## config.mk

```make
export PLATFORM = sky130hd
export DESIGN_NAME = sbt_tap
export DESIGN_NICKNAME = d
export VERILOG_FILES = /design/src/common/sbt_pkg.sv /design/src/hw/sbt_sync3.sv /design/src/hw/sbt_tap.sv
export SDC_FILE = /design/constraint.sdc
export NUM_CORES = 1
export LEC_CHECK = 0
export ABC_AREA = 1
export BUFFER_PORTS_ARGS = -buffer_cell sky130_fd_sc_hd__buf_2
export CELL_PAD_IN_SITES_DETAIL_PLACEMENT = 2
export CELL_PAD_IN_SITES_GLOBAL_PLACEMENT = 2
export CORE_ASPECT_RATIO = 1.4
export CORE_MARGIN = 8
export CORE_UTILIZATION = 30
export CTS_BUF_LIST = sky130_fd_sc_hd__clkbuf_4
export CTS_CLUSTER_SIZE = 40
export DETAILED_ROUTE_END_ITERATION = 6
export PLACE_DENSITY_LB_ADDON = 0.2
export SLEW_MARGIN = 20
export SYNTH_ARGS = -nofsm -noshare
export SYNTH_HDL_FRONTEND = slang
export SYNTH_SLANG_ARGS = --single-unit
```

## constraint.sdc

```tcl
create_clock -name clk -period 2.1 [get_ports clk]
set_input_delay 0.21 -clock clk [delete_from_list [all_inputs] [get_ports clk]]
set_output_delay 0.21 -clock clk [all_outputs]
set_load 0.02 [all_outputs]
```

## src/common/sbt_pkg.sv

```systemverilog
// constants, field layouts and state codes of the boundary-scan test port
// assumes a single 100 MHz system clock and an avalon-mm register slave
package sbt_pkg;

  // ************************************************************
  // scan register sizes and special cells
  // ************************************************************
  localparam int BSR_LEN  = 107;
  localparam int IR_LEN   = 3;
  localparam int ID_LEN   = 32;
  localparam int TRI_CELL = 47;   // read-bus tristate control cell

  // ************************************************************
  // instruction codes
  // ************************************************************
  localparam logic [2:0] IR_EXTEST   = 3'h0;
  localparam logic [2:0] IR_IDCODE   = 3'h1;
  localparam logic [2:0] IR_SAMPLE_Z = 3'h2;
  localparam logic [2:0] IR_SAMPLE   = 3'h4;
  localparam logic [2:0] IR_BYPASS   = 3'h7;
  localparam logic [2:0] IR_CAPTURE  = 3'h1;  // low two bits read 01

  // arbitrary identification value, bit 0 marks an id register present
  localparam logic [31:0] ID_DEFAULT = 32'h0A5C_3E71;

  // ************************************************************
  // register map, byte addresses on 32-bit words
  // ************************************************************
  localparam int           ADDR_W      = 4;
  localparam logic [3:0]   REG_CTRL    = 4'h0;
  localparam logic [3:0]   REG_STATUS  = 4'h4;
  localparam int           CTRL_EN_BIT = 0;
  localparam logic         CTRL_EN_RST = 1'h1;
  localparam int           ST_STATE_LSB = 0;   // tap state, 4 bits
  localparam int           ST_IR_LSB    = 4;   // active instruction, 3 bits
  localparam int           ST_TDOOE_BIT = 8;
  localparam int           ST_RDOE_BIT  = 9;

  // ************************************************************
  // synchroniser reset values: tck low, tms high, tdi high
  // ************************************************************
  localparam logic [2:0] PIN_RST = 3'h6;  // {tdi, tms, tck}

  // ************************************************************
  // tap controller states
  // ************************************************************
  typedef enum logic [3:0] {
    ST_TLR    = 4'b0000,
    ST_RTI    = 4'b0001,
    ST_SEL_DR = 4'b0010,
    ST_CAP_DR = 4'b0011,
    ST_SH_DR  = 4'b0100,
    ST_EX1_DR = 4'b0101,
    ST_PA_DR  = 4'b0110,
    ST_EX2_DR = 4'b0111,
    ST_UPD_DR = 4'b1000,
    ST_SEL_IR = 4'b1001,
    ST_CAP_IR = 4'b1010,
    ST_SH_IR  = 4'b1011,
    ST_EX1_IR = 4'b1100,
    ST_PA_IR  = 4'b1101,
    ST_EX2_IR = 4'b1110,
    ST_UPD_IR = 4'b1111
  } sbt_state_e;

endpackage

```

## src/hw/sbt_sync3.sv

```systemverilog
// three-stage synchroniser with agreement filter for asynchronous pins
// assumes inputs change slowly against clk; output follows stage 2 and 3
`timescale 1ns/1ps
`default_nettype none
module sbt_sync3 #(
  parameter int         W       = 3,
  parameter logic [2:0] RST_VAL = 3'h0
) (
  input  wire logic         clk,
  input  wire logic         rst_n,
  input  wire logic [W-1:0] din,
  output var  logic [W-1:0] dout
);

  typedef struct packed {
    logic [W-1:0] s1;
    logic [W-1:0] s2;
    logic [W-1:0] s3;
    logic [W-1:0] val;
  } sbt_sync_s;

  sbt_sync_s q;
  sbt_sync_s d;

  // ************************************************************
  // next state: a bit changes once stages 2 and 3 agree
  // ************************************************************
  always_comb
  begin
    d    = q;
    d.s1 = din;
    d.s2 = q.s1;
    d.s3 = q.s2;
    for (int i = 0; i < W; i++)
    begin
      if (q.s2[i] == q.s3[i])
        d.val[i] = q.s3[i];
    end
    if (!rst_n)
    begin
      d.s1  = RST_VAL[W-1:0];
      d.s2  = RST_VAL[W-1:0];
      d.s3  = RST_VAL[W-1:0];
      d.val = RST_VAL[W-1:0];
    end
  end

  // state register
  always_ff @(posedge clk)
  begin
    q <= d;
  end

  assign dout = q.val;

endmodule
`default_nettype wire

```

## src/hw/sbt_tap.sv

```systemverilog
// boundary-scan test access port of a synchronous sram
// assumes tck, tms and tdi are asynchronous pins sampled by clk, with tck
// far slower than clk; pin_ring_i comes from core logic on clk
`timescale 1ns/1ps
`default_nettype none

module sbt_tap #(
  parameter logic [31:0] ID_CODE = sbt_pkg::ID_DEFAULT  // arbitrary value
) (
  input  wire logic                          clk,
  input  wire logic                          rst_n,
  input  wire logic [sbt_pkg::ADDR_W-1:0]    avs_address,
  input  wire logic                          avs_read,
  input  wire logic                          avs_write,
  input  wire logic [31:0]                   avs_writedata,
  output logic      [31:0]                   avs_readdata,
  output logic                               avs_waitrequest,
  input  wire logic                          tck,
  input  wire logic                          tms,
  input  wire logic                          tdi,
  output logic                               tdo_o,
  output logic                               tdo_oe,
  input  wire logic [sbt_pkg::BSR_LEN-1:0]   pin_ring_i,
  output logic      [sbt_pkg::BSR_LEN-1:0]   bsr_out_o,
  output logic                               ext_drive_o,
  output logic                               rd_bus_oe_o
);

  typedef struct packed {
    sbt_pkg::sbt_state_e           ts;
    logic [sbt_pkg::IR_LEN-1:0]    ir_sh;
    logic [sbt_pkg::IR_LEN-1:0]    ir;
    logic                          byp;
    logic [sbt_pkg::ID_LEN-1:0]    id_sh;
    logic [sbt_pkg::BSR_LEN-1:0]   bsr_sh;
    logic [sbt_pkg::BSR_LEN-1:0]   bsr_upd;
    logic                          tck_prev;
    logic                          tdo;
    logic                          tdo_oe;
    logic                          ext_drive;
    logic                          rd_oe;
    logic                          ctrl_en;
    logic                          wait_q;
    logic [31:0]                   rdata;
  } sbt_tap_s;

  sbt_tap_s   q;
  sbt_tap_s   d;
  logic [2:0] pins_s;
  logic       tck_s;
  logic       tms_s;
  logic       tdi_s;

  // ************************************************************
  // pin synchronisers
  // ************************************************************
  sbt_sync3 #(
    .W       (3),
    .RST_VAL (sbt_pkg::PIN_RST)
  ) u_sync (
    .clk   (clk),
    .rst_n (rst_n),
    .din   ({tdi, tms, tck}),
    .dout  (pins_s)
  );

  assign tck_s = pins_s[0];
  assign tms_s = pins_s[1];
  assign tdi_s = pins_s[2];

  // ************************************************************
  // controller transitions
  // ************************************************************
  function automatic sbt_pkg::sbt_state_e next_state(
    input sbt_pkg::sbt_state_e s,
    input logic                m
  );
    case (s)
      sbt_pkg::ST_TLR:    next_state = m ? sbt_pkg::ST_TLR    : sbt_pkg::ST_RTI;
      sbt_pkg::ST_RTI:    next_state = m ? sbt_pkg::ST_SEL_DR : sbt_pkg::ST_RTI;
      sbt_pkg::ST_SEL_DR: next_state = m ? sbt_pkg::ST_SEL_IR : sbt_pkg::ST_CAP_DR;
      sbt_pkg::ST_CAP_DR: next_state = m ? sbt_pkg::ST_EX1_DR : sbt_pkg::ST_SH_DR;
      sbt_pkg::ST_SH_DR:  next_state = m ? sbt_pkg::ST_EX1_DR : sbt_pkg::ST_SH_DR;
      sbt_pkg::ST_EX1_DR: next_state = m ? sbt_pkg::ST_UPD_DR : sbt_pkg::ST_PA_DR;
      sbt_pkg::ST_PA_DR:  next_state = m ? sbt_pkg::ST_EX2_DR : sbt_pkg::ST_PA_DR;
      sbt_pkg::ST_EX2_DR: next_state = m ? sbt_pkg::ST_UPD_DR : sbt_pkg::ST_SH_DR;
      sbt_pkg::ST_UPD_DR: next_state = m ? sbt_pkg::ST_SEL_DR : sbt_pkg::ST_RTI;
      sbt_pkg::ST_SEL_IR: next_state = m ? sbt_pkg::ST_TLR    : sbt_pkg::ST_CAP_IR;
      sbt_pkg::ST_CAP_IR: next_state = m ? sbt_pkg::ST_EX1_IR : sbt_pkg::ST_SH_IR;
      sbt_pkg::ST_SH_IR:  next_state = m ? sbt_pkg::ST_EX1_IR : sbt_pkg::ST_SH_IR;
      sbt_pkg::ST_EX1_IR: next_state = m ? sbt_pkg::ST_UPD_IR : sbt_pkg::ST_PA_IR;
      sbt_pkg::ST_PA_IR:  next_state = m ? sbt_pkg::ST_EX2_IR : sbt_pkg::ST_PA_IR;
      sbt_pkg::ST_EX2_IR: next_state = m ? sbt_pkg::ST_UPD_IR : sbt_pkg::ST_SH_IR;
      sbt_pkg::ST_UPD_IR: next_state = m ? sbt_pkg::ST_SEL_DR : sbt_pkg::ST_RTI;
      default:            next_state = sbt_pkg::ST_TLR;
    endcase
  endfunction

  // ************************************************************
  // data register selection by active instruction
  // ************************************************************
  logic sel_byp;
  logic sel_id;
  logic ring_cap;
  logic pre_load;
  logic dr_lsb;

  // decode the active instruction; reserved codes fall back to bypass
  always_comb
  begin
    sel_id   = 1'b0;
    sel_byp  = 1'b0;
    ring_cap = 1'b0;
    pre_load = 1'b0;
    case (q.ir)
      sbt_pkg::IR_IDCODE:
        sel_id = 1'b1;
      sbt_pkg::IR_BYPASS:
        sel_byp = 1'b1;
      sbt_pkg::IR_SAMPLE_Z:
        ring_cap = 1'b1;
      sbt_pkg::IR_EXTEST,
      sbt_pkg::IR_SAMPLE:
      begin
        ring_cap = 1'b1;
        pre_load = 1'b1;
      end
      default:
        sel_byp = 1'b1;
    endcase
    if (sel_byp)
      dr_lsb = q.byp;
    else if (sel_id)
      dr_lsb = q.id_sh[0];
    else
      dr_lsb = q.bsr_sh[0];
  end

  // ************************************************************
  // next state of the whole port
  // ************************************************************
  logic tck_rise;
  logic tck_fall;

  always_comb
  begin
    d          = q;
    tck_rise   = tck_s & ~q.tck_prev;
    tck_fall   = ~tck_s & q.tck_prev;
    d.tck_prev = tck_s;

    // rising tck: sample tms and tdi, act in current state
    if (tck_rise && q.ctrl_en)
    begin
      case (q.ts)
        sbt_pkg::ST_CAP_IR: d.ir_sh = sbt_pkg::IR_CAPTURE;
        sbt_pkg::ST_SH_IR:  d.ir_sh = {tdi_s, q.ir_sh[2:1]};
        sbt_pkg::ST_UPD_IR: d.ir    = q.ir_sh;
        sbt_pkg::ST_CAP_DR:
        begin
          if (sel_byp)
            d.byp = 1'b0;
          else if (sel_id)
            d.id_sh = ID_CODE;
          else if (ring_cap)
            d.bsr_sh = pin_ring_i;
        end
        sbt_pkg::ST_SH_DR:
        begin
          // captured bits leave while preload bits enter
          if (sel_byp)
            d.byp = tdi_s;
          else if (sel_id)
            d.id_sh = {tdi_s, q.id_sh[sbt_pkg::ID_LEN-1:1]};
          else
            d.bsr_sh = {tdi_s, q.bsr_sh[sbt_pkg::BSR_LEN-1:1]};
        end
        sbt_pkg::ST_UPD_DR:
        begin
          if (pre_load)
            d.bsr_upd = q.bsr_sh;
        end
        default:
        begin
          d.ts = d.ts;
        end
      endcase
      d.ts = next_state(q.ts, tms_s);
    end

    // test-logic-reset forces idcode and enables the read bus
    if (d.ts == sbt_pkg::ST_TLR)
    begin
      d.ir                     = sbt_pkg::IR_IDCODE;
      d.bsr_upd[sbt_pkg::TRI_CELL] = 1'b1;
    end

    // falling tck: present the selected lsb during shifts
    if (tck_fall)
    begin
      if (q.ts == sbt_pkg::ST_SH_IR)
      begin
        d.tdo    = q.ir_sh[0];
        d.tdo_oe = 1'b1;
      end
      else if (q.ts == sbt_pkg::ST_SH_DR)
      begin
        d.tdo    = dr_lsb;
        d.tdo_oe = 1'b1;
      end
      else
        d.tdo_oe = 1'b0;
    end

    // pin-side controls follow the active instruction
    d.ext_drive = (d.ir == sbt_pkg::IR_EXTEST);
    if (d.ir == sbt_pkg::IR_EXTEST)
      d.rd_oe = d.bsr_upd[sbt_pkg::TRI_CELL];
    else if (d.ir == sbt_pkg::IR_SAMPLE_Z)
      d.rd_oe = 1'b0;
    else
      d.rd_oe = 1'b1;

    // avalon slave: answer one cycle after the request
    if (!q.wait_q)
    begin
      d.wait_q = 1'b1;
      if (avs_write && (avs_address == sbt_pkg::REG_CTRL))
        d.ctrl_en = avs_writedata[sbt_pkg::CTRL_EN_BIT];
    end
    else if (avs_read || avs_write)
    begin
      d.wait_q = 1'b0;
      d.rdata  = 32'h0000_0000;
      if (avs_read && (avs_address == sbt_pkg::REG_CTRL))
        d.rdata[sbt_pkg::CTRL_EN_BIT] = q.ctrl_en;
      else if (avs_read && (avs_address == sbt_pkg::REG_STATUS))
      begin
        d.rdata[sbt_pkg::ST_STATE_LSB +: 4] = q.ts;
        d.rdata[sbt_pkg::ST_IR_LSB +: 3]    = q.ir;
        d.rdata[sbt_pkg::ST_TDOOE_BIT]      = q.tdo_oe;
        d.rdata[sbt_pkg::ST_RDOE_BIT]       = q.rd_oe;
      end
    end

    // synchronous reset doubles as power-up
    if (!rst_n)
    begin
      d                            = '0;
      d.ts                         = sbt_pkg::ST_TLR;
      d.ir                         = sbt_pkg::IR_IDCODE;
      d.bsr_upd[sbt_pkg::TRI_CELL] = 1'b1;
      d.rd_oe                      = 1'b1;
      d.ctrl_en                    = sbt_pkg::CTRL_EN_RST;
      d.wait_q                     = 1'b1;
    end
  end

  // state register
  always_ff @(posedge clk)
  begin
    q <= d;
  end

  // ************************************************************
  // outputs straight from the state register
  // ************************************************************
  assign avs_readdata    = q.rdata;
  assign avs_waitrequest = q.wait_q;
  assign tdo_o           = q.tdo;
  assign tdo_oe          = q.tdo_oe;
  assign bsr_out_o       = q.bsr_upd;
  assign ext_drive_o     = q.ext_drive;
  assign rd_bus_oe_o     = q.rd_oe;

endmodule
`default_nettype wire

```

Word-level counts from Yosys, hierarchy flattened
Cells that the tools add are included.
{ "op_classes": {"n_eq_ne": 32, "n_mux": 46, "n_bitwise": 5, "reduce_logical": 28} }
{ "op_table": {"columns": ["op", "count"], "rows": [
  ["two-way mux 107 bit", 5],
  ["one-hot mux 140 bit (2 select lines)", 1],
  ["two-way mux 139 bit", 2],
  ["two-way mux 257 bit", 1],
  ["two-way mux 32 bit", 2],
  ["one-hot mux 4 bit (12 select lines)", 1],
  ["two-way mux 33 bit", 1],
  ["== test 4 bit (second input constant)", 8],
  ["== test 4 x 3 -> 1 bit (second input constant)", 5],
  ["inequality test 2 bit (second input constant)", 9],
  ["two-way mux 1 bit", 16],
  ["two-way mux 4 bit", 4],
  ["zero test 4 bit", 3],
  ["two-way mux 2 bit", 6],
  ["two-way mux 3 bit", 4],
  ["AND reduction 2 bit", 5],
  ["== test 4 x 2 -> 1 bit (second input constant)", 2],
  ["two-way mux 7 bit", 1],
  ["AND reduction 7 bit", 1],
  ["== test 3 x 2 -> 1 bit (second input constant)", 2],
  ["zero test 3 bit", 2],
  ["two-way mux 6 bit", 1],
  ["one-hot mux 3 bit (2 select lines)", 1],
  ["AND reduction 6 bit", 1],
  ["14 further kinds", 27]
]} }
{ "totals": {"regBits": 285, "in_bits": 150, "word_cells": 133} }

Longest topological paths before layout
Gate-level depths: netlist of run 1.
{ "depth": {"ltp_word": 13, "ltp_mapped": 14, "ltp_nobuf": 13} }

Modules after synthesis
Synthesis of run 1 repeated with hierarchy kept, for this count alone.
{ "hier_totals": {"hier_cells": 1722, "hier_area_um2": 12533.3} }
{ "by_module_without_submodules": {"columns": ["mod", "instances", "cells_per_inst", "area_per_inst_um2", "seq_area_each_um2"], "rows": [
  ["sbt_tap", 1, 1671, 12125.4, 5465.2],
  ["sbt_sync3", 1, 51, 407.9, 240.2]
]} }

Worst setup path after synthesis of run 1
No wires, ideal clock.
{ "synth_path": {"kind": "reg2reg", "startpoint": "register q[294] (netlist bit)", "endpoint": "register q[149] (netlist bit)", "setup_ps": 146, "arrival_time_ps": 1594, "required_time_ps": 1954, "setup_slack_ps": 360, "path_stages_with_launch": 10, "period_less_slack_ps": 1740, "cell_sequence": "dfxtp_1 buf_6 nor2_1 nand2_2 a21oi_4 nand2_4 buf_6 buf_6 a211oi_2 a211oi_2"} }
{ "synth_via": {"elab_chain_len": 3} }
{ "synth_lines": {"columns": ["item", "line", "source"], "rows": [
  ["from (decl)", "sbt_tap.sv:47", "sbt_tap_s q;"],
  ["from (signal assigned)", "sbt_tap.sv:262", "q <= d;"],
  ["== test 4 x 2 -> 1 bit / == test 4 x 3 -> 1 bit (equally long branches)", "sbt_tap.sv:155", "case (q.ts)"],
  ["inequality test 2 bit (no line) / nonzero test 2 bit (equally long branches)", null, null],
  ["AND reduction 7 bit (no line)", null, null]
]} }
Several ways; a longest one is shown, not always the timed one.
A chain may end at the register's enable or synchronous reset.

==> results.yml, run 1 <==
status:
  outcome: "completed"
detailed_routing:
  post_drt_wl_per_cell_um: 18.2
  drt_first_iter_violations: 310
  vias: 11400
  drc: 0
  via_per_inst: 4.79
  drt_wl_total_um: 43400
  first_pass_iters: 4
  antenna_left: 0
placed_design:
  gp_congestion: 0.738
  dp_hpwl_um: 27600
  placed_area_mm2: 0.0143
  portBuffers: 239
power_and_ir_drop:
  p_comb_share_pct: 5.1
  seqPwrFrac_pct: 49.5
  ir_drop_uv: 334
  pwr-share-clk_pct: 45.4
  swShare_pct: 24.4
  power_density_mw_per_mm2: 653
  power.switching_mw: 2.67
  leakage_nw: 6.49
  p_int_mw: 8.28
worst_setup_path:
  reg2reg_depth: 5
  start_kind: "input pin"
  cpMaxStageDelayCell: "dlygate4sd3_1"
  critPathKind: "in -> reg"
  critPathArrivalTime_ns: 2.68
  timing.rr.start: "avs_waitrequest"
  crit_path_start: "rst_n"
  worst_path_most_repeated_cell: "dlygate4sd3_1"
  path_cells: "dlygate4sd3_1 -> buf_6 -> inv_16 -> buf_12 -> a21oi_2 -> dlygate4sd3_1 -> o21ai_0 -> dlygate4sd3_1"
  crit_fanout: 53
  reg2reg_slack_ns: 0.10
  cp.required_ns: 2.75
  slowest_delay_ns: 0.58
  endpoint_kind: "register"
global_route:
  grt_use_total_pct: 15.9
  grt_pass1_vias: 12500
  gr-total-overflow: 0
  antenna_found_initial: 5
  grt_pass1_wl_um: 67100
  grt_start_max_net_pins: 122
min_path:
  worstHoldPathType: "in -> reg"
  hp-start: "tms"
  hold_depth: 3
flow_run:
  drv_cap: 0
sta:
  hold_ws_ns: 0.229
  max_freq_ghz: 0.493
  maxSlewViolCount: 0
  post-route-period-util_pct: 96.7
  slew_headroom_pct: 56.1
  min_period_ns: 2.03
  final-setup-viol-count: 0
  worst_pin_slew_ns: 0.659
  hold_viol_final: 0
  skew_ns: 0.0479
die:
  initial_core_util_pct: 30.3
  row_count: 91
  die_x_um: 194
  die_area_mm2: 0.0516
  coreArea_mm2: 0.0441
  boundaryPins: 294
  chipHeight_um: 266
yosys:
  async_flop_share_pct: 0
  synth_edf_count: 0
  yosysSeqAreaShare_pct: 42.7
  netlist_instances: 1485
  syn_area_mm2: 0.0134
  avgSynthCellArea_um2: 8.99
  synth_cell_types: 34
  yosys_warnings: 0
  ys_ff_latch: 285
  synth-main-ff-cell: "dfxtp_1"
cells_and_area:
  syn_to_final_growth_pct: 25.6
  final_cell_mix: "dfxtp_1, buf_2, a211oi_2"
  final_common_cell: "dfxtp_1"
  post-route-cell-area_mm2: 0.0168
  fin_nets: 1923
  drive_gt1_share_pct: 36.8
  num-fill-cells: 4913
clocking:
  clk-insertion-delay-late_ns: 0.74
  h-tree-depth: 3
  tritoncts: "yes"
  clk_path_buf_depth: 3
  cts-root-buf: "clkbuf_4"
  clkSinkCount: 285
  clkTransAtPathRegs_ns: 0.06
  cts_made_buffers: 79
final cells by class:
type / instances / area (µm²) / area share, %
repair buffers: 437 / 3250 / 19.4
diodes: 5 / 12.5 / 0.0746
well taps: 558 / 698 / 4.16
clock buffers: 114 / 856 / 5.10
flip-flops and latches: 285 / 5710 / 34.1
clock inverters: 12 / 92.6 / 0.552
inverters: 174 / 669 / 3.99
multi-input cells: 796 / 5470 / 32.6
cell families (layout without fill, tap and decap cells):
logic type	after synthesis	in the layout	synth area share, %
and+or+nand+nor	247	247	7.86
other	1	28	0.0281
muxes	1	1	0.0750
DFF	285	285	42.7
AOI/OAI and AO/OA	525	525	31.6
buffers and inverters	426	737	17.7
Yosys cell counts, types with 3 or more instances:
| master | instances | share of area (%) |
|---|---|---|
| a211oi_1 | 56 | 3.1 |
| a211oi_2 | 191 | 18 |
| a21oi_1 | 150 | 5.6 |
| buf_2 | 7 | 0.26 |
| buf_4 | 157 | 8.8 |
| buf_6 | 22 | 1.9 |
| clkbuf_1 | 64 | 1.8 |
| dfxtp_1 | 285 | 43 |
| inv_1 | 169 | 4.8 |
| inv_2 | 3 | 0.084 |
| nand2_1 | 75 | 2.1 |
| nand3_1 | 11 | 0.41 |
| nor2_1 | 126 | 3.5 |
| nor3_1 | 16 | 0.60 |
| o21ai_0 | 121 | 4.5 |
| or2_2 | 7 | 0.33 |
path summary, 6_finish.rpt:
path                   to
min reg2reg   u_sync.q[8]
min          u_sync.q[10]
max reg2reg         q[33]
max                 q[33]
through the flow:
step           util (%)  setup TNS (ns)  worst slack (ns)  cells  power (mW)
6_report           38.0               0            0.0700   2381        11.0
5_1_grt            38.0         -0.0453           -0.0226   2381        11.6
4_1_cts            37.3               0            0.0147   2359        11.3
3_5_place_dp       32.3               0            0.0147   2110        5.91
3_3_place_gp       32.3               0            0.0278   2110        5.91
2_1_floorplan         -               0             0.360   1507        5.73
routing by layer:
metal | GRT usage (%) | wire length [µm]
met5 | 0 | 0
met4 | 6.58 | 1220
met3 | 4.51 | 2330
met2 | 27.9 | 21600
met1 | 17.9 | 18300
power by group through the flow:
stage | combinational (mW) | clock (mW) | sequential [mW]
2_1_floorplan | 0.186 | 0 | 5.54
3_5_place_dp | 0.374 | 0 | 5.54
4_1_cts | 0.558 | 5.28 | 5.42
5_1_grt | 0.604 | 5.56 | 5.42
3_3_place_gp | 0.374 | 0 | 5.54
6_report | 0.561 | 4.97 | 5.42
registers in the layout, indices dropped and copies added, names as in the netlist:
name,cells
avs_readdata,9
avs_waitrequest,1
bsr_out_o,107
ext_drive_o,1
q,152
rd_bus_oe_o,1
tdo_o,1
tdo_oe,1
u_sync.dout,3
u_sync.q,9
critical path, delay by kind of cell:
| family | cells | cell delay, ns |
|---|---|---|
| buf+inv | 6 | 2.31 |
| compound gates | 2 | 0.14 |
what timing repair did:
item | CTS | global route
pin swaps | 0 | 1
setup buffers | 0 | 13
endpoints found under the hold margin | 129 | 0
hold buffers | 123 | 0
resized for setup | 2 | 33
cloned | 0 | 5
endpoints found under the setup margin | 4 | 119
Note: power is estimated with default switching activity, not from simulation.
==> run 2: changes to the inputs <==
clock period = 1.8 ns   (was 2.1 ns; I/O delays follow)
==> run 2 against run 1 <==
Against the previous run: the flow now finishes with violations (negative setup slack); die area unchanged; final cell count increased by 5.4%; clock skew rose by 0.018 ns; first-iteration DRC count is 12% lower; core utilization up 6.8 points; sequential share of layout area down 5.1 points; sequential cell count unchanged; via count rose by 9.1%; non-clock buffer count rose by 123; sequential power grew 16%; combinational power grew 26%; cell area up 18%; largest power group unchanged.
==> results.yml, run 2 (synthesized netlist as in run 1, its figures left out) <==
global_route:
  grt_use_total_pct: 18.4
  antenna_found_initial: 4
  grt_pass1_vias: 13700
  gr-total-overflow: 0
  grt_pass1_wl_um: 76400
  grt_start_max_net_pins: 72
clocking:
  clk-insertion-delay-late_ns: 0.77
  tritoncts: "yes"
  clk_path_buf_depth: 3
  h-tree-depth: 3
  clkTransAtPathRegs_ns: 0.07
  cts_made_buffers: 77
  cts-root-buf: "clkbuf_4"
  clkSinkCount: 285
worst_setup_path:
  start_kind: "register"
  r2r-end: "q[263]"
  reg2reg_slack_ns: -0.20
  critPathCapture: "q[263]"
  critPathArrivalTime_ns: 2.64
  cp.required_ns: 2.44
  timing.rr.start: "q[33]"
  endpoint_kind: "register"
  reg2reg_depth: 10
  crit_fanout: 16
  crit_path_start: "q[33]"
  critPathKind: "reg -> reg"
cells_and_area:
  fin_nets: 2048
  fin_cells: 2509
  num-fill-cells: 4622
  final_cell_mix: "dfxtp_1, buf_2, a211oi_2"
  largest_reg_flops: 152
  post-route-cell-area_mm2: 0.0198
  syn_to_final_growth_pct: 48.1
  final_common_cell: "dfxtp_1"
  drive_gt1_share_pct: 47.5
  regMostFlops: "q"
power_and_ir_drop:
  ir_drop_uv: 401
  power_density_mw_per_mm2: 656
  leakage_nw: 7.55
die:
  boundaryPins: 294
  die_area_mm2: 0.0516
  coreArea_mm2: 0.0441
  initial_core_util_pct: 30.3
  row_count: 91
  chipHeight_um: 266
  die_x_um: 194
placed_design:
  dp_hpwl_um: 29800
  gp_congestion: 0.781
  placedCellCount: 2171
  portBuffers: 239
  placed_area_mm2: 0.0147
detailed_routing:
  drc: 0
  drt_first_iter_violations: 272
  antenna_left: 0
  via_per_inst: 4.95
  post_drt_wl_per_cell_um: 22.6
  drt_wl_total_um: 56700
  vias: 12400
  first_pass_iters: 4
sta:
  min_period_ns: 2.00
  maxSlewViolCount: 0
  skew_ns: 0.0657
  rsz0062_at_grt: "yes"
  slew_headroom_pct: 37.3
  final-setup-viol-count: 186
  post-route-period-util_pct: 111
  worst_pin_slew_ns: 0.941
  hold_viol_final: 0
  fin_ws_ns: -0.204
  max_freq_ghz: 0.499
min_path:
  worstHoldPathType: "in -> reg"
flow_run:
  drv_cap: 0
status:
  failed_checks: "negative setup slack"
  outcome: "complete, but fails checks"
-- run 2: cell types whose count changed in the layout (fill, tap and decap cells not counted), sizes merged, moves of 3 or more --
cell,previous run,this run
buf,312,415
clkbuf,117,138
clkinvlp,4,0
nand2,78,82
clkinv,7,10
inv,174,177
-- run 2: layout make-up --
class	instances	area [µm²]	area share, %
Multi-Input combinational cell	800	6500	32.9
Sequential cell	285	5720	28.9
Timing Repair Buffer	560	5240	26.5
Clock buffer	114	856	4.33
Tap cell	558	698	3.53
Inverter	174	668	3.38
Clock inverter	14	80.1	0.405
Antenna cell	4	10.0	0.0506
-- run 2: worst max-delay path, cell delays in order (launching register included) --
cell and delay (ns):
dfxtp_4 0.38, nand2_4 0.06, nor2_4 0.09, inv_2 0.06
buf_4 0.14, a21oi_4 0.15, buf_6 0.13, nand4_4 0.22
buf_6 0.28, nor3_1 0.30, a211oi_2 0.08
-- run 2: what timing repair did --
| action | CTS | global route |
|---|---|---|
| pin swaps | 8 | 35 |
| gates resized for setup | 157 | 226 |
| setup buffers | 23 | 25 |
| endpoints found under the setup margin | 239 | 261 |
| hold buffers | 121 | 0 |
| cloned | 18 | 31 |
| hold endpoints to repair | 136 | 0 |
-- run 2: worst min path at each step --
stage,start,to,slack (ns),depth (start not counted)
global route,tms,u_sync.q[10],0.08,3
floorplan,tck,u_sync.q[9],0.28,2
finish,tms,u_sync.q[10],0.16,3
global placement,tms,u_sync.q[10],0.37,2
detailed placement,tdi,u_sync.q[11],0.38,2
CTS,tms,u_sync.q[10],0.06,3
-- run 2: where the power goes --
group	total [mW]	internal, mW	switching [mW]
Combinational	0.707	0.330	0.377
Sequential	6.31	6.31	0.00612
Clock	5.96	3.02	2.95
-- run 2: stage by stage --
stage	setup slack, ns	power, mW	setup TNS (ns)	hold slack [ns]	utilization, %
final	-0.204	13.0	-8.94	0.159	44.9
after global routing	-0.332	13.6	-35.41	0.0845	44.9
after CTS	-0.102	13.1	-5.58	0.0624	41.3
after detailed placement	-0.251	6.91	-26.64	0.375	33.5
after global placement	-0.177	6.91	-19.79	0.370	33.5
after floorplan	0.0596	6.68	0	0.278	-
-- run 2: per-layer routing --
| layer | vias up | part of all wire [%] | GRT usage, % | wire, µm |
|---|---|---|---|---|
| met5 | - | 0 | 0 | 0 |
| met4 | 0 | 2.8 | 7.69 | 1610 |
| met3 | 104 | 4.5 | 4.26 | 2530 |
| met2 | 326 | 54 | 34.6 | 30600 |
| met1 | 6241 | 39 | 19.5 | 21900 |
| li1 | 5757 | - | - | - |
